<file path="config.mk">
export PLATFORM = sky130hd
export DESIGN_NAME = setcc_sysreg_exec
export DESIGN_NICKNAME = d
export VERILOG_FILES = /design/src/setcc_sysreg_pkg.sv /design/src/decode_if.sv /design/src/setcc_sysreg_exec.sv /design/src/op_classifier.sv /design/src/setcc_condition.sv
export SDC_FILE = /design/constraint.sdc
export NUM_CORES = 1
export LEC_CHECK = 0
export BUFFER_PORTS_ARGS = -buffer_cell sky130_fd_sc_hd__buf_2
export CAP_MARGIN = 20
export CORE_ASPECT_RATIO = 0.6
export CORE_MARGIN = 5
export CORE_UTILIZATION = 25
export CTS_CLUSTER_DIAMETER = 100
export DETAILED_ROUTE_END_ITERATION = 8
export GPL_TIMING_DRIVEN = 0
export HOLD_SLACK_MARGIN = 0.05
export PLACE_DENSITY_LB_ADDON = 0.15
export SLEW_MARGIN = 0
export SYNTH_ARGS = -nofsm -noshare
export SYNTH_HDL_FRONTEND = slang
export SYNTH_SLANG_ARGS = --single-unit
</file>
<file path="constraint.sdc">
create_clock -name sys_clk -period 3.3 [get_ports sys_clk]
set_input_delay 0.495 -clock sys_clk [delete_from_list [all_inputs] [get_ports sys_clk]]
set_output_delay 0.495 -clock sys_clk [all_outputs]
set_load 0.05 [all_outputs]
</file>
<file path="src/setcc_sysreg_pkg.sv">
// Constants and types for the set-on-condition and store-system-register slice
package setcc_sysreg_pkg;

	// ----------------------------------------------------------------
	// Opcode bytes and ModRM fields
	// ----------------------------------------------------------------
	localparam logic [7:0] OPC_ESCAPE                   = 8'h0F;
	localparam logic [7:0] OPC_GROUP_LOCAL_TASK         = 8'h00;
	localparam logic [7:0] OPC_GROUP_TABLE_MSW          = 8'h01;
	localparam logic [3:0] OPC_SETCC_ROW                = 4'h9;
	localparam logic [7:0] OPC_SET_IF_OVERFLOW_FLAG     = 8'h90;
	localparam logic [7:0] OPC_SET_IF_NO_OVERFLOW       = 8'h91;
	localparam logic [7:0] OPC_SET_IF_NOT_BELOW         = 8'h93;
	localparam logic [7:0] OPC_SET_IF_NOT_EQUAL         = 8'h95;
	localparam logic [7:0] OPC_SET_IF_BELOW_EQUAL       = 8'h96;
	localparam logic [7:0] OPC_SET_IF_ABOVE             = 8'h97;
	localparam logic [7:0] OPC_SET_IF_SIGN_SET          = 8'h98;
	localparam logic [7:0] OPC_SET_IF_SIGN_CLEAR        = 8'h99;
	localparam logic [7:0] OPC_SET_IF_PARITY_EVEN       = 8'h9A;
	localparam logic [7:0] OPC_SET_IF_PARITY_ODD        = 8'h9B;
	localparam logic [7:0] OPC_SET_IF_SIGNED_LESS       = 8'h9C;
	localparam logic [7:0] OPC_SET_IF_GREATER_EQUAL     = 8'h9D;
	localparam logic [7:0] OPC_SET_IF_SIGNED_LESS_EQUAL = 8'h9E;
	localparam logic [7:0] OPC_SET_IF_GREATER           = 8'h9F;
	localparam logic [2:0] REG_SETCC                    = 3'h0;
	localparam logic [2:0] REG_GLOBAL_TABLE             = 3'h0;
	localparam logic [2:0] REG_INTERRUPT_TABLE          = 3'h1;
	localparam logic [2:0] REG_STATUS_WORD              = 3'h4;
	localparam logic [2:0] REG_LOCAL_TABLE              = 3'h0;
	localparam logic [2:0] REG_TASK                     = 3'h1;
	localparam logic [1:0] MOD_REGISTER                 = 2'h3;

	// ----------------------------------------------------------------
	// Clock counts, result sizes and reset values
	// ----------------------------------------------------------------
	localparam logic [2:0] CYC_SETCC      = 3'h1;
	localparam logic [2:0] CYC_TABLE      = 3'h6;
	localparam logic [2:0] CYC_LOCAL_PROT = 3'h1;
	localparam logic [2:0] CYC_TASK_REAL  = 3'h4;
	localparam logic [2:0] CYC_TASK_PROT  = 3'h3;
	localparam logic [2:0] CYC_STATUS     = 3'h4;
	localparam logic [2:0] CYC_FAULT      = 3'h1;
	localparam logic [2:0] BYTES_SETCC    = 3'h1;
	localparam logic [2:0] BYTES_TABLE    = 3'h6;
	localparam logic [2:0] BYTES_WORD     = 3'h2;
	localparam logic [2:0] RST_REMAINING  = 3'h0;
	localparam logic       RST_READY      = 1'b1;

	typedef enum logic [2:0] {
		OP_NONE                   = 3'b000,
		SET_ON_CONDITION          = 3'b001,
		STORE_GLOBAL_TABLE_REG    = 3'b010,
		STORE_INTERRUPT_TABLE_REG = 3'b011,
		STORE_LOCAL_TABLE_REG     = 3'b100,
		STORE_TASK_REG            = 3'b101,
		STORE_MACHINE_STATUS_WORD = 3'b110
	} op_kind_t;

endpackage

</file>
<file path="src/decode_if.sv">
// Carrier between the execution control and its decode helpers
`timescale 1ns/100ps
interface decode_if;
	logic [7:0]                 opByte0;
	logic [7:0]                 opByte1;
	logic [7:0]                 modRm;
	logic                       protMode;
	logic                       flagCarry;
	logic                       flagZero;
	logic                       flagSign;
	logic                       flagOverflow;
	logic                       flagParity;
	setcc_sysreg_pkg::op_kind_t opKind;
	logic [2:0]                 cycles;
	logic                       illegal;
	logic                       condTrue;

	modport requester (output opByte0, opByte1, modRm, protMode, flagCarry, flagZero,
		flagSign, flagOverflow, flagParity, input opKind, cycles, illegal, condTrue);
	modport classifier (input opByte0, opByte1, modRm, protMode,
		output opKind, cycles, illegal);
	modport evaluator (input opByte1, flagCarry, flagZero, flagSign, flagOverflow,
		flagParity, output condTrue);
endinterface

</file>
<file path="src/setcc_sysreg_exec.sv">
// Execution control for set-on-condition and store-system-register instructions
`timescale 1ns/100ps

// Function
// RL1 - 0F 9C decodes as signed-less set
// RL2 - 0F 9E decodes as signed-less-or-equal set
// RL3 - 0F 93 decodes as not-below set
// RL4 - 0F 97 decodes as above set
// RL5 - 0F 95 decodes as not-equal set
// RL6 - 0F 9D decodes as greater-or-equal set
// RL7 - 0F 9F decodes as greater set
// RL8 - 0F 91 no-overflow, 0F 90 overflow set
// RL9 - 0F 9B parity odd, 0F 9A parity even
// RL10 - 0F 99 sign clear, 0F 98 sign set
// RL11 - Set needs reg 000, one clock, flags kept
// RL12 - 0F 01 /0 stores global table, six clocks
// RL13 - 0F 01 /1 stores interrupt table, six clocks
// RL14 - 0F 00 /0 local table, one clock protected
// RL15 - 0F 00 /1 task: four real, three protected
// RL16 - 0F 01 /4 status word, four clocks
// RL17 - Set writes one if condition holds, else zero
// RL18 - Less is sign xor overflow; below uses carry
module setcc_sysreg_exec (
	input  wire logic        sys_clk,
	input  wire logic        reset_n,
	input  wire logic        instValid,
	output logic             instReady,
	input  wire logic [7:0]  opByte0,
	input  wire logic [7:0]  opByte1,
	input  wire logic [7:0]  modRm,
	input  wire logic        protMode,
	input  wire logic        flagCarry,
	input  wire logic        flagZero,
	input  wire logic        flagSign,
	input  wire logic        flagOverflow,
	input  wire logic        flagParity,
	input  wire logic [31:0] gdtBase,
	input  wire logic [15:0] gdtLimit,
	input  wire logic [31:0] idtBase,
	input  wire logic [15:0] idtLimit,
	input  wire logic [15:0] ldtSelector,
	input  wire logic [15:0] taskSelector,
	input  wire logic [15:0] statusWord,
	output logic             retire,
	output logic             regWrite,
	output logic             memWrite,
	output logic             badOpcode,
	output logic [2:0]       destReg,
	output logic [2:0]       wrBytes,
	output logic [47:0]      wrData
);
	// ----------------------------------------------------------------
	// Reset release
	// ----------------------------------------------------------------
	logic rstSync1_q;
	logic rstSync2_q;
	logic rstN;

	always_ff @(posedge sys_clk or negedge reset_n) begin
		if (!reset_n) begin
			rstSync1_q <= 1'b0;
			rstSync2_q <= 1'b0;
		end else begin
			rstSync1_q <= 1'b1;
			rstSync2_q <= rstSync1_q;
		end
	end
	assign rstN = rstSync2_q;

	// ----------------------------------------------------------------
	// Decode helpers
	// ----------------------------------------------------------------
	decode_if dec ();

	op_classifier uClassifier (
		.bus (dec)
	);

	setcc_condition uCondition (
		.bus (dec)
	);

	assign dec.opByte0      = opByte0;
	assign dec.opByte1      = opByte1;
	assign dec.modRm        = modRm;
	assign dec.protMode     = protMode;
	assign dec.flagCarry    = flagCarry;
	assign dec.flagZero     = flagZero;
	assign dec.flagSign     = flagSign;
	assign dec.flagOverflow = flagOverflow;
	assign dec.flagParity   = flagParity;

	// ----------------------------------------------------------------
	// Execution sequencing
	// ----------------------------------------------------------------
	logic        accept;
	logic        toReg;
	logic [2:0]  remaining_q, remaining_d;
	logic        instReady_q, instReady_d;
	logic        retire_q, retire_d;
	logic        regWrite_q, regWrite_d;
	logic        memWrite_q, memWrite_d;
	logic        fault_q, fault_d;
	logic        pendReg_q, pendReg_d;
	logic        pendMem_q, pendMem_d;
	logic        pendFault_q, pendFault_d;
	logic [2:0]  destReg_q, destReg_d;
	logic [2:0]  wrBytes_q, wrBytes_d;
	logic [47:0] wrData_q, wrData_d;

	assign accept = instValid && instReady_q;
	assign toReg  = (modRm[7:6] == setcc_sysreg_pkg::MOD_REGISTER);

	always_comb begin
		remaining_d = remaining_q;
		instReady_d = instReady_q;
		retire_d    = 1'b0;
		regWrite_d  = 1'b0;
		memWrite_d  = 1'b0;
		fault_d     = 1'b0;
		pendReg_d   = pendReg_q;
		pendMem_d   = pendMem_q;
		pendFault_d = pendFault_q;
		destReg_d   = destReg_q;
		wrBytes_d   = wrBytes_q;
		wrData_d    = wrData_q;
		if (accept) begin
			// Flags are only read; no path here writes them
			destReg_d   = modRm[2:0];
			wrData_d    = 48'h0;
			wrBytes_d   = setcc_sysreg_pkg::BYTES_WORD;
			pendFault_d = dec.illegal; // see RL14
			pendReg_d   = toReg && !dec.illegal;
			pendMem_d   = !toReg && !dec.illegal;
			unique case (dec.opKind)
				setcc_sysreg_pkg::SET_ON_CONDITION: begin
					wrBytes_d = setcc_sysreg_pkg::BYTES_SETCC;
					if (!dec.illegal) begin
						wrData_d = {47'h0, dec.condTrue}; // see RL17
					end
				end
				setcc_sysreg_pkg::STORE_GLOBAL_TABLE_REG: begin
					wrBytes_d = setcc_sysreg_pkg::BYTES_TABLE;
					wrData_d  = {gdtBase, gdtLimit}; // see RL12
				end
				setcc_sysreg_pkg::STORE_INTERRUPT_TABLE_REG: begin
					wrBytes_d = setcc_sysreg_pkg::BYTES_TABLE;
					wrData_d  = {idtBase, idtLimit}; // see RL13
				end
				setcc_sysreg_pkg::STORE_LOCAL_TABLE_REG: begin
					if (!dec.illegal) begin
						wrData_d = {32'h0, ldtSelector};
					end
				end
				setcc_sysreg_pkg::STORE_TASK_REG: begin
					wrData_d = {32'h0, taskSelector}; // see RL15
				end
				setcc_sysreg_pkg::STORE_MACHINE_STATUS_WORD: begin
					wrData_d = {32'h0, statusWord}; // see RL16
				end
				setcc_sysreg_pkg::OP_NONE: begin
					wrBytes_d = setcc_sysreg_pkg::BYTES_SETCC;
				end
				default: begin
					wrBytes_d = setcc_sysreg_pkg::BYTES_SETCC;
				end
			endcase
			if (dec.cycles == setcc_sysreg_pkg::CYC_SETCC) begin
				// Single-clock forms retire at once and keep the port open
				retire_d    = 1'b1; // see RL11
				regWrite_d  = toReg && !dec.illegal;
				memWrite_d  = !toReg && !dec.illegal;
				fault_d     = dec.illegal;
				remaining_d = setcc_sysreg_pkg::RST_REMAINING;
				instReady_d = 1'b1;
			end else begin
				remaining_d = dec.cycles - 3'h1;
				instReady_d = 1'b0;
			end
		end else if (remaining_q != 3'h0) begin
			remaining_d = remaining_q - 3'h1;
			if (remaining_q == 3'h1) begin
				retire_d    = 1'b1;
				regWrite_d  = pendReg_q;
				memWrite_d  = pendMem_q;
				fault_d     = pendFault_q;
				instReady_d = 1'b1;
			end
		end
	end

	always_ff @(posedge sys_clk or negedge rstN) begin
		if (!rstN) begin
			remaining_q <= setcc_sysreg_pkg::RST_REMAINING;
			instReady_q <= setcc_sysreg_pkg::RST_READY;
			retire_q    <= 1'b0;
			regWrite_q  <= 1'b0;
			memWrite_q  <= 1'b0;
			fault_q     <= 1'b0;
			pendReg_q   <= 1'b0;
			pendMem_q   <= 1'b0;
			pendFault_q <= 1'b0;
			destReg_q   <= 3'h0;
			wrBytes_q   <= 3'h0;
			wrData_q    <= 48'h0;
		end else begin
			remaining_q <= remaining_d;
			instReady_q <= instReady_d;
			retire_q    <= retire_d;
			regWrite_q  <= regWrite_d;
			memWrite_q  <= memWrite_d;
			fault_q     <= fault_d;
			pendReg_q   <= pendReg_d;
			pendMem_q   <= pendMem_d;
			pendFault_q <= pendFault_d;
			destReg_q   <= destReg_d;
			wrBytes_q   <= wrBytes_d;
			wrData_q    <= wrData_d;
		end
	end

	assign instReady = instReady_q;
	assign retire    = retire_q;
	assign regWrite  = regWrite_q;
	assign memWrite  = memWrite_q;
	assign badOpcode = fault_q;
	assign destReg   = destReg_q;
	assign wrBytes   = wrBytes_q;
	assign wrData    = wrData_q;

	logic isEsc;
	assign isEsc = accept && (opByte0 == setcc_sysreg_pkg::OPC_ESCAPE);
endmodule // setcc_sysreg_exec

</file>
<file path="src/op_classifier.sv">
// Opcode classifier: instruction kind, clock count and illegal forms
`timescale 1ns/100ps
module op_classifier (
	decode_if.classifier bus
);
	logic [1:0] modField;
	logic [2:0] regField;

	always_comb begin
		modField    = bus.modRm[7:6];
		regField    = bus.modRm[5:3];
		bus.opKind  = setcc_sysreg_pkg::OP_NONE;
		bus.cycles  = setcc_sysreg_pkg::CYC_FAULT;
		bus.illegal = 1'b1;
		if (bus.opByte0 == setcc_sysreg_pkg::OPC_ESCAPE) begin
			if (bus.opByte1[7:4] == setcc_sysreg_pkg::OPC_SETCC_ROW) begin
				bus.opKind = setcc_sysreg_pkg::SET_ON_CONDITION;
				if (regField == setcc_sysreg_pkg::REG_SETCC) begin
					bus.cycles  = setcc_sysreg_pkg::CYC_SETCC; // see RL11
					bus.illegal = 1'b0;
				end
			end else if (bus.opByte1 == setcc_sysreg_pkg::OPC_GROUP_TABLE_MSW) begin
				if (regField == setcc_sysreg_pkg::REG_GLOBAL_TABLE
						&& modField != setcc_sysreg_pkg::MOD_REGISTER) begin
					bus.opKind  = setcc_sysreg_pkg::STORE_GLOBAL_TABLE_REG; // see RL12
					bus.cycles  = setcc_sysreg_pkg::CYC_TABLE;
					bus.illegal = 1'b0;
				end else if (regField == setcc_sysreg_pkg::REG_INTERRUPT_TABLE
						&& modField != setcc_sysreg_pkg::MOD_REGISTER) begin
					bus.opKind  = setcc_sysreg_pkg::STORE_INTERRUPT_TABLE_REG; // see RL13
					bus.cycles  = setcc_sysreg_pkg::CYC_TABLE;
					bus.illegal = 1'b0;
				end else if (regField == setcc_sysreg_pkg::REG_STATUS_WORD) begin
					bus.opKind  = setcc_sysreg_pkg::STORE_MACHINE_STATUS_WORD; // see RL16
					bus.cycles  = setcc_sysreg_pkg::CYC_STATUS;
					bus.illegal = 1'b0;
				end
			end else if (bus.opByte1 == setcc_sysreg_pkg::OPC_GROUP_LOCAL_TASK) begin
				if (regField == setcc_sysreg_pkg::REG_LOCAL_TABLE) begin
					bus.opKind = setcc_sysreg_pkg::STORE_LOCAL_TABLE_REG;
					if (bus.protMode) begin
						bus.cycles  = setcc_sysreg_pkg::CYC_LOCAL_PROT; // see RL14
						bus.illegal = 1'b0;
					end
				end else if (regField == setcc_sysreg_pkg::REG_TASK) begin
					bus.opKind  = setcc_sysreg_pkg::STORE_TASK_REG; // see RL15
					bus.cycles  = bus.protMode ? setcc_sysreg_pkg::CYC_TASK_PROT
						: setcc_sysreg_pkg::CYC_TASK_REAL;
					bus.illegal = 1'b0;
				end
			end
		end
	end
endmodule // op_classifier

</file>
<file path="src/setcc_condition.sv">
// Condition evaluator for the set-byte-on-condition row
`timescale 1ns/100ps
module setcc_condition (
	decode_if.evaluator bus
);
	logic signedLess;
	logic baseCond;

	always_comb begin
		signedLess = bus.flagSign ^ bus.flagOverflow; // see RL18
		unique case (bus.opByte1[3:1])
			3'h0:    baseCond = bus.flagOverflow; // see RL8
			3'h1:    baseCond = bus.flagCarry; // see RL3, RL18
			3'h2:    baseCond = bus.flagZero; // see RL5
			3'h3:    baseCond = bus.flagCarry | bus.flagZero; // see RL4, RL18
			3'h4:    baseCond = bus.flagSign; // see RL10
			3'h5:    baseCond = bus.flagParity; // see RL9
			3'h6:    baseCond = signedLess; // see RL1, RL6
			3'h7:    baseCond = signedLess | bus.flagZero; // see RL2, RL7, RL18
		endcase
		// Odd opcodes are the negated form of the even one below them
		bus.condTrue = baseCond ^ bus.opByte1[0]; // see RL17
	end
endmodule // setcc_condition

</file>
* Yosys cells after proc, flatten, opt, wreduce, memory -nomap -nowiden
Cells that the tools add are included.
Storage, ports and cells: bits in registers 67, input port bits 177, output and inout port bits 59, word-level logic and storage cells 115
Operators by class: add/sub/neg operators 2, equal/unequal tests 22, muxes and demuxes 57, bitwise gates (word level) 4, reductions and logical operators 16
Operators with widths (number):
- $pmux 48 s6 | 1
- $mux 3 | 22
- $mux 1 | 31
- $eq 3x3->1 const B | 8
- $mux 16 | 1
- $eq 3x1->1 const B | 5
- $eq 3x2->1 const B | 4
- $eq 8x1->1 const B | 1
- $eq 8x4->1 const B | 1
- $logic_not 8->1 | 1
- $pmux 1 s8 | 1
- $logic_not 3->1 | 2
- $pmux 3 s2 | 1
- $sub 3x1->3 const B | 2
- $logic_and 1x1->1 | 5
- $eq 4x4->1 const B | 1
- $reduce_bool 2->1 | 2
- $reduce_bool 3->1 | 1
- $reduce_or 3->1 | 1
- $eq 2x2->1 const B | 1
- $logic_not 1->1 | 2
- $ne 2x2->1 const B | 1
- $or 1x1->1 | 2
- $reduce_and 2->1 | 1
- 2 further kinds | 3

* Depth between registers and ports, before layout
Gate-level depths: netlist of the first run.
word-level depth 11, mapped depth 10, gate-level depth less buffers 8

* Hierarchy
A second synthesis of the first run with hierarchy kept.
Unflattened totals: cells, all modules 441, area total of the unflattened synthesis 4075.2 µm²
Modules (own cells, without submodules):
- setcc_sysreg_exec | instances 1, cells an instance 397, area an instance 3776.1 µm², seq. area each 1677.9 µm²
- op_classifier | instances 1, cells an instance 32, area an instance 220.2 µm², seq. area each 0.0 µm²
- setcc_condition | instances 1, cells an instance 12, area an instance 78.8 µm², seq. area each 0.0 µm²

* Worst setup path after synthesis of the first run
No wires, ideal clock.
path kind input to register, start in opByte1[2], end reg wrData_q[10], in the netlist wrData[10], setup time 0.121 ns, arrival time 2.458 ns, required time 3.179 ns, path slack 0.721 ns, stages 9, path buffers 3, path through or4_4 nand4bb_1 buf_2 and4_4 buf_6 o2111a_4 buf_6 a221o_1 o22a_1
On the way: word-level cells in the longest chain between the ends 7
RTL lines:
- start, declared | line setcc_sysreg_exec.sv:29 | input wire logic [7:0] opByte1,
- $logic_not 8->1 | line op_classifier.sv:38 | end else if (bus.opByte1 == setcc_sysreg_pkg::OPC_GROUP_LOCAL_TASK) begin
- $mux 3 or $mux 1 (tied branches) | line op_classifier.sv:38
- $mux 3 or $mux 1 (tied branches) | line op_classifier.sv:22 | end else if (bus.opByte1 == setcc_sysreg_pkg::OPC_GROUP_TABLE_MSW) begin
- $mux 3 or $mux 1 (tied branches) | line op_classifier.sv:16 | if (bus.opByte1[7:4] == setcc_sysreg_pkg::OPC_SETCC_ROW) begin
- $mux 3 or $mux 1 (tied branches) | line op_classifier.sv:15 | if (bus.opByte0 == setcc_sysreg_pkg::OPC_ESCAPE) begin
- $eq 3x3->1 (tied with other cells) | line setcc_sysreg_exec.sv:135 | unique case (dec.opKind)
- $pmux 48 s6 * | line setcc_sysreg_exec.sv:135
- end signal, assigned | line setcc_sysreg_exec.sv:218 | wrData_q <= wrData_d;
- end, declared | line setcc_sysreg_exec.sv:109 | logic [47:0] wrData_q, wrData_d;
Mark *: on every way between the ends. The rest lies on a longest branch, timed or not. A chain may end at the register's enable or synchronous reset.

* Worst setup path after layout of the first run
start in opByte1[2], end reg wrData_q[11], in the netlist wrData[11]
Same word-level chain as after synthesis.

==> tab_implementation.tex, run 1 <==
\begin{tabular}{lr}
\hline
Metric & Value \\
\hline
\multicolumn{2}{l}{\textbf{Outcome}} \\
\quad Status & finished clean \\
\multicolumn{2}{l}{\textbf{STA}} \\
\quad RSZ-0062 raised after global routing & false \\
\quad Tmin final & 2.92 ns \\
\quad Final count of negative-setup-slack endpoints & 0 \\
\quad Slew at the pin with the worst max-slew slack & 0.881 ns \\
\quad Layout Skew & 0.00822 ns \\
\quad Worst-case headroom to the max-slew limit & 41.3\% \\
\quad Post-route worst setup slack & 0.376 ns \\
\quad Fraction of the cycle the final worst path needs & 88.6\% \\
\quad Setup TNS Final & 0 ns \\
\quad Achievable Freq & 342 MHz \\
\quad Total count of max-transition violations in the final report & 0 \\
\quad Final hold viol count & 0 \\
\multicolumn{2}{l}{\textbf{Worst setup path}} \\
\quad Class of the most critical setup path & primary input to flop \\
\quad Arrival time at the worst endpoint & 3.19 ns \\
\quad Crit start category & primary input \\
\quad Slack of the worst reg-to-reg path & 1.07 ns \\
\quad Critical Path Fanout Max & 10 \\
\quad Data required time of the worst path & 3.56 ns \\
\quad Critical path endpoint category & flop \\
\multicolumn{2}{l}{\textbf{GRT}} \\
\quad Global router's overall resource usage & 15.9\% \\
\quad Final global-route overflow total & 0 \\
\quad Pin count of the biggest net entering global routing & 66 \\
\quad Number of antenna violations at the first check in global routing & 0 \\
\quad First-pass GRT wire length & 22,700 um \\
\quad Vias in the first global route & 4,329 \\
\multicolumn{2}{l}{\textbf{Placed design}} \\
\quad Placement-stage worst setup slack & 0.0951 ns \\
\quad Estimated wirelength of the detail-placed design & 11,700 um \\
\quad Global placer's final weighted congestion & 0.856 \\
\quad Port-buffer cells & 234 \\
\multicolumn{2}{l}{\textbf{Logic synthesis}} \\
\quad Async set or reset register ratio after synthesis & 100\% \\
\quad FF+latch count, synth & 67 \\
\quad Main synth FF type & sky130\_fd\_sc\_hd\_\_dfrtp\_1 \\
\quad Number of cells produced by synthesis & 386 \\
\quad Synthesis Warnings & 0 \\
\quad Post-Syn Area & 3770 sq um \\
\quad Post-synthesis average cell area & 9.77 sq um \\
\quad Sequential fraction of the synthesis area & 44.5\% \\
\quad Net count of the mapped netlist & 568 \\
\quad Count of different cell masters after synthesis & 47 \\
\quad EDFF count, synth & 0 \\
\multicolumn{2}{l}{\textbf{Routing}} \\
\quad Total DRC errors in the routed layout & 0 \\
\quad Count of nets left with antenna violations after detail routing & 0 \\
\quad Iteration-0 DRC Markers & 213 \\
\quad Final WL & 14,200 um \\
\quad Drt via density & 4.69 \\
\quad 1st-pass router iterations & 4 \\
\quad Number of vias after detailed routing & 3,917 \\
\quad Post-detailed-route wirelength per cell & 17.0 um \\
\multicolumn{2}{l}{\textbf{Floorplan}} \\
\quad Die Width & 169 um \\
\quad Area of the core & 14,600 sq um \\
\quad Die Outline Area & 17,700 sq um \\
\quad Die Height & 105 um \\
\quad Top-level I/O count & 236 \\
\quad Initial core utilization & 25.8\% \\
\quad Row count & 34 \\
\multicolumn{2}{l}{\textbf{Cells and area}} \\
\quad Fraction of final layout cells sized beyond drive strength 1 & 44.1\% \\
\quad Area overhead of the layout relative to synthesis & 46.7\% \\
\quad Fillers & 1,551 \\
\quad Final cell utilization of the core & 37.8\% \\
\quad Number of antenna repair diodes & 0 \\
\quad Final nets & 814 \\
\multicolumn{2}{l}{\textbf{Flow run}} \\
\quad Max Cap Viol & 0 \\
\multicolumn{2}{l}{\textbf{Min path}} \\
\quad Hold crit path type & flop to flop \\
\multicolumn{2}{l}{\textbf{Clocking}} \\
\quad TritonCTS buffer count & 9 \\
\quad Number of sinks driven by the clock tree & 67 \\
\quad Later-pin clock latency in the skew report & 0.33 ns \\
\quad Clock transition time at the flip-flop clock pins of the worst setup and hold paths & 0.06 ns \\
\quad Longest Clk Path Bufs & 2 \\
\quad CTS HTree Levels & 3 \\
\quad Root buffer cell & sky130\_fd\_sc\_hd\_\_clkbuf\_16 \\
\quad CTS tree & yes \\
\multicolumn{2}{l}{\textbf{Pwr}} \\
\quad Max rail drop VDD & 181 uV \\
\quad PnR Total Power & 0.00234 W \\
\quad Power per cell area & 423 nW/um\^{}2 \\
\quad Leakage dissipation & 3.07 nW \\
\hline
\end{tabular}
==> flip-flops by register name (all words and copies together), names as in the netlist, 3 cells and up <==
name         cells
destReg          3
wrData          48
remaining_q      3
wrBytes          3
==> timing repair <==
| item | in CTS | in global routing |
|---|---|---|
| endpoints found under the hold margin | 2 | 0 |
| buffers inserted | 0 | 0 |
| hold buffers | 1 | 0 |
| resized for setup | 0 | 0 |
==> power breakdown <==
part	switching, W	internal, W
clock network	0.000374	0.000682
logic	0.000218	0.000175
registers	0.0000343	0.000856
total	0.000626	0.00171
==> cells in the final DEF (no fill, tap or decap), types with 2 or more instances in the layout <==
master	instances
sky130_fd_sc_hd__nor3_1	2
sky130_fd_sc_hd__clkinvlp_4	2
sky130_fd_sc_hd__nand3_1	4
sky130_fd_sc_hd__nor2_1	23
sky130_fd_sc_hd__o21ai_0	37
sky130_fd_sc_hd__nand2_1	66
sky130_fd_sc_hd__nand4_1	5
sky130_fd_sc_hd__o21a_1	2
sky130_fd_sc_hd__clkbuf_16	9
sky130_fd_sc_hd__buf_2	237
sky130_fd_sc_hd__nand2b_1	3
sky130_fd_sc_hd__bufinv_16	2
sky130_fd_sc_hd__o211ai_1	2
sky130_fd_sc_hd__dfrtp_1	65
sky130_fd_sc_hd__ha_1	5
sky130_fd_sc_hd__clkbuf_1	18
sky130_fd_sc_hd__mux2_2	15
sky130_fd_sc_hd__and2_1	3
sky130_fd_sc_hd__xnor2_1	3
sky130_fd_sc_hd__buf_1	3
sky130_fd_sc_hd__mux2i_1	35
sky130_fd_sc_hd__o22a_1	17
sky130_fd_sc_hd__nand4bb_1	2
sky130_fd_sc_hd__o22ai_1	3
sky130_fd_sc_hd__buf_6	2
sky130_fd_sc_hd__nor3b_1	3
sky130_fd_sc_hd__a21oi_1	4
sky130_fd_sc_hd__o31ai_1	2
sky130_fd_sc_hd__a22oi_1	16
sky130_fd_sc_hd__inv_1	5
sky130_fd_sc_hd__a221o_1	16
sky130_fd_sc_hd__or2_2	3
==> Yosys cell counts, types with 2 or more instances <==
| cell type | number | area [sq um] |
|---|---|---|
| sky130_fd_sc_hd__buf_2 | 3 | 15.0 |
| sky130_fd_sc_hd__o211ai_1 | 2 | 15.0 |
| sky130_fd_sc_hd__nand2b_1 | 3 | 18.8 |
| sky130_fd_sc_hd__nand4bb_1 | 2 | 22.5 |
| sky130_fd_sc_hd__nand2_1 | 66 | 248 |
| sky130_fd_sc_hd__o21ai_0 | 37 | 185 |
| sky130_fd_sc_hd__nand4_1 | 5 | 31.3 |
| sky130_fd_sc_hd__a22oi_1 | 16 | 120 |
| sky130_fd_sc_hd__o22ai_1 | 3 | 18.8 |
| sky130_fd_sc_hd__clkbuf_1 | 18 | 67.6 |
| sky130_fd_sc_hd__buf_6 | 2 | 22.5 |
| sky130_fd_sc_hd__dfrtp_1 | 66 | 1650 |
| sky130_fd_sc_hd__o22a_1 | 17 | 149 |
| sky130_fd_sc_hd__ha_1 | 5 | 62.6 |
| sky130_fd_sc_hd__nand3_1 | 4 | 20.0 |
| sky130_fd_sc_hd__and2_1 | 3 | 18.8 |
| sky130_fd_sc_hd__a221o_1 | 16 | 160 |
| sky130_fd_sc_hd__nor3_1 | 2 | 10.0 |
| sky130_fd_sc_hd__mux2_2 | 15 | 169 |
| sky130_fd_sc_hd__or2_2 | 3 | 18.8 |
| sky130_fd_sc_hd__nor3b_1 | 3 | 22.5 |
| sky130_fd_sc_hd__buf_1 | 3 | 11.3 |
| sky130_fd_sc_hd__mux2i_1 | 35 | 350 |
| sky130_fd_sc_hd__a21oi_1 | 4 | 20.0 |
| sky130_fd_sc_hd__o31ai_1 | 2 | 15.0 |
| sky130_fd_sc_hd__inv_1 | 5 | 18.8 |
| sky130_fd_sc_hd__o21a_1 | 2 | 15.0 |
| sky130_fd_sc_hd__xnor2_1 | 3 | 26.3 |
| sky130_fd_sc_hd__nor2_1 | 23 | 86.3 |
==> critical path, stage by stage <==
cell and delay (ns):
sky130_fd_sc_hd__buf_2 0.13, sky130_fd_sc_hd__or4_4 0.54, sky130_fd_sc_hd__nor2_1 0.39, sky130_fd_sc_hd__nand3_2 0.32, sky130_fd_sc_hd__nor3_2 0.63, sky130_fd_sc_hd__buf_2 0.36, sky130_fd_sc_hd__a221o_1 0.19, sky130_fd_sc_hd__o22a_1 0.13
==> area by class of cell <==
class                   count  area (sq um)  share of cell area [%]
clock inverters             6          88.8                    1.61
multi-input cells         288          1960                    35.4
repair buffers            235          1180                    21.3
clock buffers              10           239                    4.32
inverters                   5          18.8                   0.339
plain buffers              26           116                    2.10
well taps                 198           248                    4.48
flip-flops and latches     67          1680                    30.4
==> kinds of logic after synthesis <==
kind of cell | count (synthesis) | synth area share, %
and+or+nand+nor | 125 | 15.7
AOI/OAI and AO/OA | 104 | 20.0
DFF | 67 | 44.5
muxes | 50 | 13.8
buffers and inverters | 31 | 3.58
adders and majority gates | 5 | 1.66
xor gates and xnor gates | 3 | 0.697
other | 1 | 0.0994
==> through the flow <==
stage | area [sq um] | cells | hold WS (ns)
6_report | 5530 | 835 | 0.351
5_1_grt | 5530 | 835 | 0.360
4_1_cts | 5530 | 835 | 0.350
3_5_place_dp | 5190 | 818 | 0.284
3_3_place_gp | 5190 | 818 | 0.282
2_1_floorplan | 3770 | 386 | 0.199
==> metal layers <==
metal	part of all wire [%]	track usage (%)	vias to the layer above
met5	0	0	-
li1	-	-	1908
met1	46	22.0	1842
met3	9.1	5.55	11
met4	0.79	3.24	0
met2	44	24.3	156
==> final timing paths <==
path,from,end,cells past startpoint
hold reg to reg,rstSync1_q,rstN,0
setup / recovery,opByte1[2],wrData[11],8
hold / removal,rstSync1_q,rstN,0
min in group asynchronous,rstN,wrData[21],0
setup reg to reg,instReady,wrData[40],6
max in group asynchronous,rstN,badOpcode,0
No activity file was read; power rests on OpenSTA's default activity.
==> run 2, diff against run 1 <==
--- a/config.mk
+++ b/config.mk
@@ -18,4 +18,5 @@
 export SLEW_MARGIN = 0
 export SYNTH_ARGS = -nofsm -noshare
 export SYNTH_HDL_FRONTEND = slang
+export SYNTH_HIERARCHICAL = 1
 export SYNTH_SLANG_ARGS = --single-unit
==> tab_implementation.tex, run 2 <==
\begin{tabular}{lr}
\hline
Metric & Value \\
\hline
\multicolumn{2}{l}{\textbf{Logic synthesis}} \\
\quad Sequential fraction of the synthesis area & 41.2\% \\
\quad Async set or reset register ratio after synthesis & 100\% \\
\quad Synthesis Warnings & 6 \\
\quad Most numerous cell in the Yosys netlist & sky130\_fd\_sc\_hd\_\_dfrtp\_1 \\
\quad Most used standard cells in the synthesized netlist & 66 x sky130\_fd\_sc\_hd\_\_dfrtp\_1, 61 x sky130\_fd\_sc\_hd\_\_nand2\_1, 47 x sky130\_fd\_sc\_hd\_\_o21ai\_1, 34 x sky130\_fd\_sc\_hd\_\_mux2i\_1, 23 x sky130\_fd\_sc\_hd\_\_nor2\_1 \\
\quad Synth area leader & sky130\_fd\_sc\_hd\_\_dfrtp\_1 \\
\quad Post-Syn Area & 4080 sq um \\
\quad FF+latch count, synth & 67 \\
\quad Count of different cell masters after synthesis & 49 \\
\quad Post-synthesis average cell area & 9.24 sq um \\
\quad Number of cells produced by synthesis & 441 \\
\quad Main synth FF type & sky130\_fd\_sc\_hd\_\_dfrtp\_1 \\
\quad Proportion of netlist area held by the largest area contributor & 40.5\% \\
\quad EDFF count, synth & 0 \\
\quad Largest cells by area after synthesis & sky130\_fd\_sc\_hd\_\_dfrtp\_1 41\%, sky130\_fd\_sc\_hd\_\_mux2i\_1 8.4\%, sky130\_fd\_sc\_hd\_\_o21ai\_1 5.8\% \\
\quad Net count of the mapped netlist & 623 \\
\multicolumn{2}{l}{\textbf{Cells and area}} \\
\quad Number of antenna repair diodes & 0 \\
\quad Fraction of final layout cells sized beyond drive strength 1 & 40.6\% \\
\quad Non-filler instance count after layout & 903 \\
\quad Largest register FFs & 48 \\
\quad Leading cell type in the layout, fill and taps excluded & sky130\_fd\_sc\_hd\_\_buf\_2 \\
\quad Fillers & 1,692 \\
\quad Highest-count cells in the layout ignoring fill and taps & 252 x sky130\_fd\_sc\_hd\_\_buf\_2, 65 x sky130\_fd\_sc\_hd\_\_dfrtp\_1, 61 x sky130\_fd\_sc\_hd\_\_nand2\_1, 47 x sky130\_fd\_sc\_hd\_\_o21ai\_1, 34 x sky130\_fd\_sc\_hd\_\_mux2i\_1 \\
\quad Area overhead of the layout relative to synthesis & 43.6\% \\
\quad Final cell utilization of the core & 36.3\% \\
\quad Final nets & 871 \\
\multicolumn{2}{l}{\textbf{Worst setup path}} \\
\quad Critical Path Fanout Max & 10 \\
\quad Reg-to-reg endpoint & wrData[9] \\
\quad Arrival time at the worst endpoint & 2.94 ns \\
\quad Crit start category & primary input \\
\quad Crit path launch & opByte0[5] \\
\quad Class of the most critical setup path & primary input to flop \\
\quad Critical path endpoint category & flop \\
\quad Slack of the worst reg-to-reg path & 1.58 ns \\
\quad Data required time of the worst path & 3.48 ns \\
\quad FF-to-FF path depth & 5 \\
\quad Startpoint of the worst-slack reg-to-reg timing path & instReady \\
\multicolumn{2}{l}{\textbf{Pwr}} \\
\quad Leakage dissipation & 2.88 nW \\
\quad PnR Total Power & 0.00221 W \\
\quad Max rail drop VDD & 201 uV \\
\quad Power per cell area & 378 nW/um\^{}2 \\
\quad Share of total power in sequential cells & 39.5\% \\
\quad Internal Dissipation & 0.00163 W \\
\quad Net switching power & 0.000581 W \\
\quad Part of the power in the clock network & 43.7\% \\
\quad Proportion of total power due to net switching & 26.2\% \\
\quad Relative contribution of combinational cells to total power & 16.8\% \\
\multicolumn{2}{l}{\textbf{Clocking}} \\
\quad Post-CTS resize count & 0 \\
\quad CTS HTree Levels & 3 \\
\quad Clock transition time at the flip-flop clock pins of the worst setup and hold paths & 0.06 ns \\
\quad Count of hold buffers inserted by post-cts repair & 1 \\
\quad Number of sinks driven by the clock tree & 67 \\
\quad TritonCTS buffer count & 9 \\
\quad Total setup buffers inserted after CTS & 0 \\
\quad Longest Clk Path Bufs & 2 \\
\quad CTS tree & yes \\
\quad Later-pin clock latency in the skew report & 0.32 ns \\
\quad Root buffer cell & sky130\_fd\_sc\_hd\_\_clkbuf\_16 \\
\multicolumn{2}{l}{\textbf{GRT}} \\
\quad Final global-route overflow total & 0 \\
\quad Vias in the first global route & 4,294 \\
\quad Pin count of the biggest net entering global routing & 46 \\
\quad Global router's overall resource usage & 16.2\% \\
\quad First-pass GRT wire length & 24,000 um \\
\quad Number of antenna violations at the first check in global routing & 0 \\
\multicolumn{2}{l}{\textbf{Floorplan}} \\
\quad Top-level I/O count & 236 \\
\quad Die Width & 175 um \\
\quad Initial core utilization & 25.3\% \\
\quad Die Outline Area & 19,000 sq um \\
\quad Row count & 36 \\
\quad Die Height & 109 um \\
\quad Area of the core & 16,100 sq um \\
\multicolumn{2}{l}{\textbf{Placed design}} \\
\quad Placement-stage worst setup slack & 0.194 ns \\
\quad Estimated wirelength of the detail-placed design & 12,800 um \\
\quad Port-buffer cells & 235 \\
\quad Placed cell count & 886 \\
\quad Global placer's final weighted congestion & 0.826 \\
\multicolumn{2}{l}{\textbf{Routing}} \\
\quad Number of vias after detailed routing & 4,246 \\
\quad Total DRC errors in the routed layout & 0 \\
\quad Post-detailed-route wirelength per cell & 17.4 um \\
\quad Count of nets left with antenna violations after detail routing & 0 \\
\quad Drt via density & 4.70 \\
\quad Final WL & 15,700 um \\
\quad 1st-pass router iterations & 4 \\
\quad Iteration-0 DRC Markers & 294 \\
\multicolumn{2}{l}{\textbf{STA}} \\
\quad Total count of max-transition violations in the final report & 0 \\
\quad Setup TNS Final & 0 ns \\
\quad Worst-case headroom to the max-slew limit & 58.7\% \\
\quad Layout Skew & 0.00608 ns \\
\quad Final count of negative-setup-slack endpoints & 0 \\
\quad RSZ-0062 raised after global routing & false \\
\quad Tmin final & 2.76 ns \\
\quad Slew at the pin with the worst max-slew slack & 0.620 ns \\
\quad Achievable Freq & 362 MHz \\
\quad Fraction of the cycle the final worst path needs & 83.7\% \\
\quad Post-route worst setup slack & 0.539 ns \\
\quad Final hold viol count & 0 \\
\multicolumn{2}{l}{\textbf{Flow run}} \\
\quad Max Cap Viol & 0 \\
\multicolumn{2}{l}{\textbf{Min path}} \\
\quad Hold crit path type & flop to asynchronous set/reset pin \\
\multicolumn{2}{l}{\textbf{Outcome}} \\
\quad Status & finished clean \\
\hline
\end{tabular}
==> run 2: cell types whose count changed after synthesis, sizes merged, moves of 9 or more <==
cell / before / now
a31oi: 0 / 15
clkbuf: 18 / 9
o22a: 17 / 0
a22oi: 16 / 0
and2: 3 / 12
nand3b: 1 / 11
buf: 8 / 24
a221o: 16 / 0
o21ai: 37 / 60
and3b: 0 / 19
a21oi: 4 / 15
==> run 2: layout make-up <==
type,count,area [sq um],area share [%]
Sequential cell,67,1680,28.7
Clock inverter,2,35.0,0.599
Timing Repair Buffer,237,1210,20.7
Buffer,33,175,2.99
Clock buffer,14,264,4.51
Multi-Input combinational cell,335,2200,37.6
Tap cell,209,262,4.47
Inverter,6,22.5,0.385
==> run 2: logic make-up after synthesis <==
kind of cell	Yosys count	synth area share [%]
mux	41	10.3
flops	67	41.2
simple gates	167	24.2
xor+xnor	3	0.645
compound gates	118	17.3
other cells	1	0.0920
fa+ha+maj	5	1.54
buf+inv	39	4.85
==> run 2: per-stage QoR <==
stage	cell area (sq um)	hold slack [ns]
after floorplan	4080	0.199
after global placement	5510	0.282
after detailed placement	5540	0.234
after CTS	5850	0.236
after global routing	5850	0.253
final	5850	0.225
==> run 2: worst max-delay path: stages <==
cell	delay [ns]
sky130_fd_sc_hd__buf_2	0.09
sky130_fd_sc_hd__or4_1	0.52
sky130_fd_sc_hd__nor2_1	0.20
sky130_fd_sc_hd__nand2_1	0.15
sky130_fd_sc_hd__nor2_1	0.32
sky130_fd_sc_hd__buf_4	0.26
sky130_fd_sc_hd__buf_6	0.16
sky130_fd_sc_hd__mux2_1	0.33
sky130_fd_sc_hd__a32oi_1	0.27
sky130_fd_sc_hd__a31oi_1	0.14
==> run 2: power groups by stage <==
stage | Clock (W) | Combinational [W] | Sequential, W
final | 0.000968 | 0.000372 | 0.000875
after global placement | 0 | 0.000352 | 0.000899
after floorplan | 0 | 0.000121 | 0.000958
after global routing | 0.00103 | 0.000415 | 0.000879
after detailed placement | 0 | 0.000374 | 0.000889
after CTS | 0.000998 | 0.000377 | 0.000875
==> run 2: how the worst max path moves through the flow <==
stage | to | slack [ns] | cells past startpoint
final | wrData[2] | 0.54 | 10
after detailed placement | wrData[2] | 0.19 | 10
after floorplan | wrData[2] | 0.86 | 9
after global routing | wrData[2] | 0.33 | 10
after CTS | wrData[2] | 0.52 | 10
after global placement | wrData[2] | 0.25 | 10
==> run 2: layer usage <==
metal  global-route usage (%)  vias up  wire [um]
met5                        0        -          0
met4                     2.07        0         66
met3                     5.09        6       1160
met2                     25.6      148       6950
met1                     22.5     2011       7560
li1                         -     2081          -
==> run 3, diff against run 2 <==
==> constraint.sdc (replaced) <==
create_clock -name sys_clk -period 2.5 [get_ports sys_clk]
set_input_delay 0.375 -clock sys_clk [delete_from_list [all_inputs] [get_ports sys_clk]]
set_output_delay 0.375 -clock sys_clk [all_outputs]
set_load 0.05 [all_outputs]
==> tab_implementation.tex, run 3 (synthesis gave the netlist of run 2 again) <==
\begin{tabular}{lr}
\hline
Metric & Value \\
\hline
\multicolumn{2}{l}{\textbf{Outcome}} \\
\quad Status & finished clean \\
\multicolumn{2}{l}{\textbf{Cells and area}} \\
\quad Sequential Area & 1680 sq um \\
\quad Fillers & 1,694 \\
\quad Area taken by multi-input logic gates & 2240 sq um \\
\quad Fraction of final layout cells sized beyond drive strength 1 & 41.9\% \\
\quad Highest-count cells in the layout ignoring fill and taps & 251 x sky130\_fd\_sc\_hd\_\_buf\_2, 65 x sky130\_fd\_sc\_hd\_\_dfrtp\_1, 60 x sky130\_fd\_sc\_hd\_\_nand2\_1, 47 x sky130\_fd\_sc\_hd\_\_o21ai\_1, 34 x sky130\_fd\_sc\_hd\_\_mux2i\_1 \\
\quad Largest register FFs & 48 \\
\quad Final nets & 872 \\
\quad Area overhead of the layout relative to synthesis & 44.9\% \\
\quad Final design area excluding fillers & 5900 sq um \\
\quad Number of antenna repair diodes & 0 \\
\quad Leading cell type in the layout, fill and taps excluded & sky130\_fd\_sc\_hd\_\_buf\_2 \\
\multicolumn{2}{l}{\textbf{Clocking}} \\
\quad CTS tree & yes \\
\quad Number of sinks driven by the clock tree & 67 \\
\quad Longest Clk Path Bufs & 2 \\
\quad TritonCTS buffer count & 9 \\
\quad Root buffer cell & sky130\_fd\_sc\_hd\_\_clkbuf\_16 \\
\quad Later-pin clock latency in the skew report & 0.32 ns \\
\quad Clock transition time at the flip-flop clock pins of the worst setup and hold paths & 0.06 ns \\
\quad CTS HTree Levels & 3 \\
\multicolumn{2}{l}{\textbf{Routing}} \\
\quad Number of vias after detailed routing & 4,260 \\
\quad Total DRC errors in the routed layout & 0 \\
\quad Final WL & 15,900 um \\
\quad Iteration-0 DRC Markers & 289 \\
\quad 1st-pass router iterations & 4 \\
\quad Drt via density & 4.71 \\
\quad Count of nets left with antenna violations after detail routing & 0 \\
\quad Post-detailed-route wirelength per cell & 17.5 um \\
\multicolumn{2}{l}{\textbf{Worst setup path}} \\
\quad Family with the most delay on the worst path & simple AND/OR/NAND/NOR gates \\
\quad Arrival time at the worst endpoint & 2.56 ns \\
\quad Critical Path Fanout Max & 10 \\
\quad Most Frequent Cell on Critical Path & sky130\_fd\_sc\_hd\_\_buf\_6 \\
\quad Data required time of the worst path & 2.68 ns \\
\quad Class of the most critical setup path & primary input to flop \\
\quad Critical path endpoint category & flop \\
\quad Crit start category & primary input \\
\quad Crit path buf inv count & 3 \\
\quad Stage delay of the slowest cell on the critical path & 0.54 ns \\
\quad Cells along the critical path & buf\_2 -> or4\_1 -> nor2\_2 -> nand2\_2 -> nor2\_4 -> buf\_6 -> buf\_6 -> mux2\_1 -> a32oi\_1 -> a31oi\_1 \\
\quad Slack of the worst reg-to-reg path & 0.77 ns \\
\quad Slowest cell on crit path & sky130\_fd\_sc\_hd\_\_or4\_1 \\
\multicolumn{2}{l}{\textbf{GRT}} \\
\quad First-pass GRT wire length & 24,100 um \\
\quad Final global-route overflow total & 0 \\
\quad Global router's overall resource usage & 16.2\% \\
\quad Number of antenna violations at the first check in global routing & 0 \\
\quad Vias in the first global route & 4,308 \\
\quad Pin count of the biggest net entering global routing & 46 \\
\multicolumn{2}{l}{\textbf{Floorplan}} \\
\quad Die Width & 175 um \\
\quad Die Height & 109 um \\
\quad Initial core utilization & 25.3\% \\
\quad Area of the core & 16,100 sq um \\
\quad Die Outline Area & 19,000 sq um \\
\quad Row count & 36 \\
\quad Top-level I/O count & 236 \\
\multicolumn{2}{l}{\textbf{STA}} \\
\quad Layout Skew & 0.00596 ns \\
\quad Fraction of the cycle the final worst path needs & 95.3\% \\
\quad Total count of max-transition violations in the final report & 0 \\
\quad Post-route worst setup slack & 0.117 ns \\
\quad Worst-case headroom to the max-slew limit & 59.2\% \\
\quad Tmin final & 2.38 ns \\
\quad Slew at the pin with the worst max-slew slack & 0.611 ns \\
\quad Hold WS & 0.224 ns \\
\quad Achievable Freq & 420 MHz \\
\quad Final count of negative-setup-slack endpoints & 0 \\
\quad Final hold viol count & 0 \\
\multicolumn{2}{l}{\textbf{Placed design}} \\
\quad Estimated wirelength of the detail-placed design & 12,800 um \\
\quad Port-buffer cells & 235 \\
\quad Placement-stage worst setup slack & -0.486 ns \\
\quad Global placer's final weighted congestion & 0.826 \\
\quad Instance area after placement & 5540 sq um \\
\multicolumn{2}{l}{\textbf{Flow run}} \\
\quad Max Cap Viol & 0 \\
\multicolumn{2}{l}{\textbf{Pwr}} \\
\quad Max rail drop VDD & 265 uV \\
\quad Leakage dissipation & 2.89 nW \\
\quad Power per cell area & 495 nW/um\^{}2 \\
\multicolumn{2}{l}{\textbf{Min path}} \\
\quad Hold crit path type & flop to asynchronous set/reset pin \\
\hline
\end{tabular}
## run 3: timing repair
item	CTS	global route
hold endpoints to repair	2	0
setup endpoints to repair	13	11
buffers inserted	0	1
gates resized for setup	7	6
pin swaps	0	3
hold buffers	1	0
## run 3: worst paths after layout
kind                            start    endpoint  depth (start not counted)
min                              rstN  wrData[41]                          0
max in group asynchronous        rstN   wrData[1]                          1
min reg2reg                      rstN  wrData[41]                          0
max reg2reg                 instReady   wrData[9]                          5
max                        opByte0[5]  wrData[14]                         10
min in group sys_clk         modRm[2]  destReg[2]                          3
## run 3: layout make-up
type / count / share of cell area, %
timing repair buffer: 238 / 20.7
sequential: 67 / 28.5
buffer: 33 / 3.07
clock inverter: 2 / 0.593
clock buffer: 14 / 4.47
multi-input combinational: 335 / 37.9
inverter: 6 / 0.382
tap: 209 / 4.43
## run 3: worst register-to-register path, stage by stage (launching register included)
cell and delay [ns]:
sky130_fd_sc_hd__dfstp_2 0.57, sky130_fd_sc_hd__and2_1 0.13, sky130_fd_sc_hd__clkbuf_1 0.15, sky130_fd_sc_hd__buf_2 0.27, sky130_fd_sc_hd__buf_2 0.33, sky130_fd_sc_hd__a31oi_1 0.14
## run 3: per-layer routing
layer	vias up	GRT usage [%]	share of wire [%]
met1	2026	22.5	48
met4	0	2.07	0.76
met2	143	25.6	44
li1	2081	-	-
met3	10	5.09	7.0
met5	-	0	0
## run 3: where the power goes
group,switching (W),internal [W]
Sequential,0.0000291,0.00113
Combinational,0.000289,0.000205
Clock,0.000448,0.000826
## run 3: through the flow
| step | setup TNS, ns | util, % | total power [W] | instances |
|---|---|---|---|---|
| after global placement | -42.77 | 34.2 | 0.00165 | 885 |
| after global routing | -0.0175 | 36.6 | 0.00307 | 904 |
| final | 0 | 36.6 | 0.00292 | 904 |
| after CTS | 0 | 36.5 | 0.00297 | 903 |
| after detailed placement | -14.09 | 34.4 | 0.00167 | 886 |
| after floorplan | 0 | - | 0.00142 | 441 |
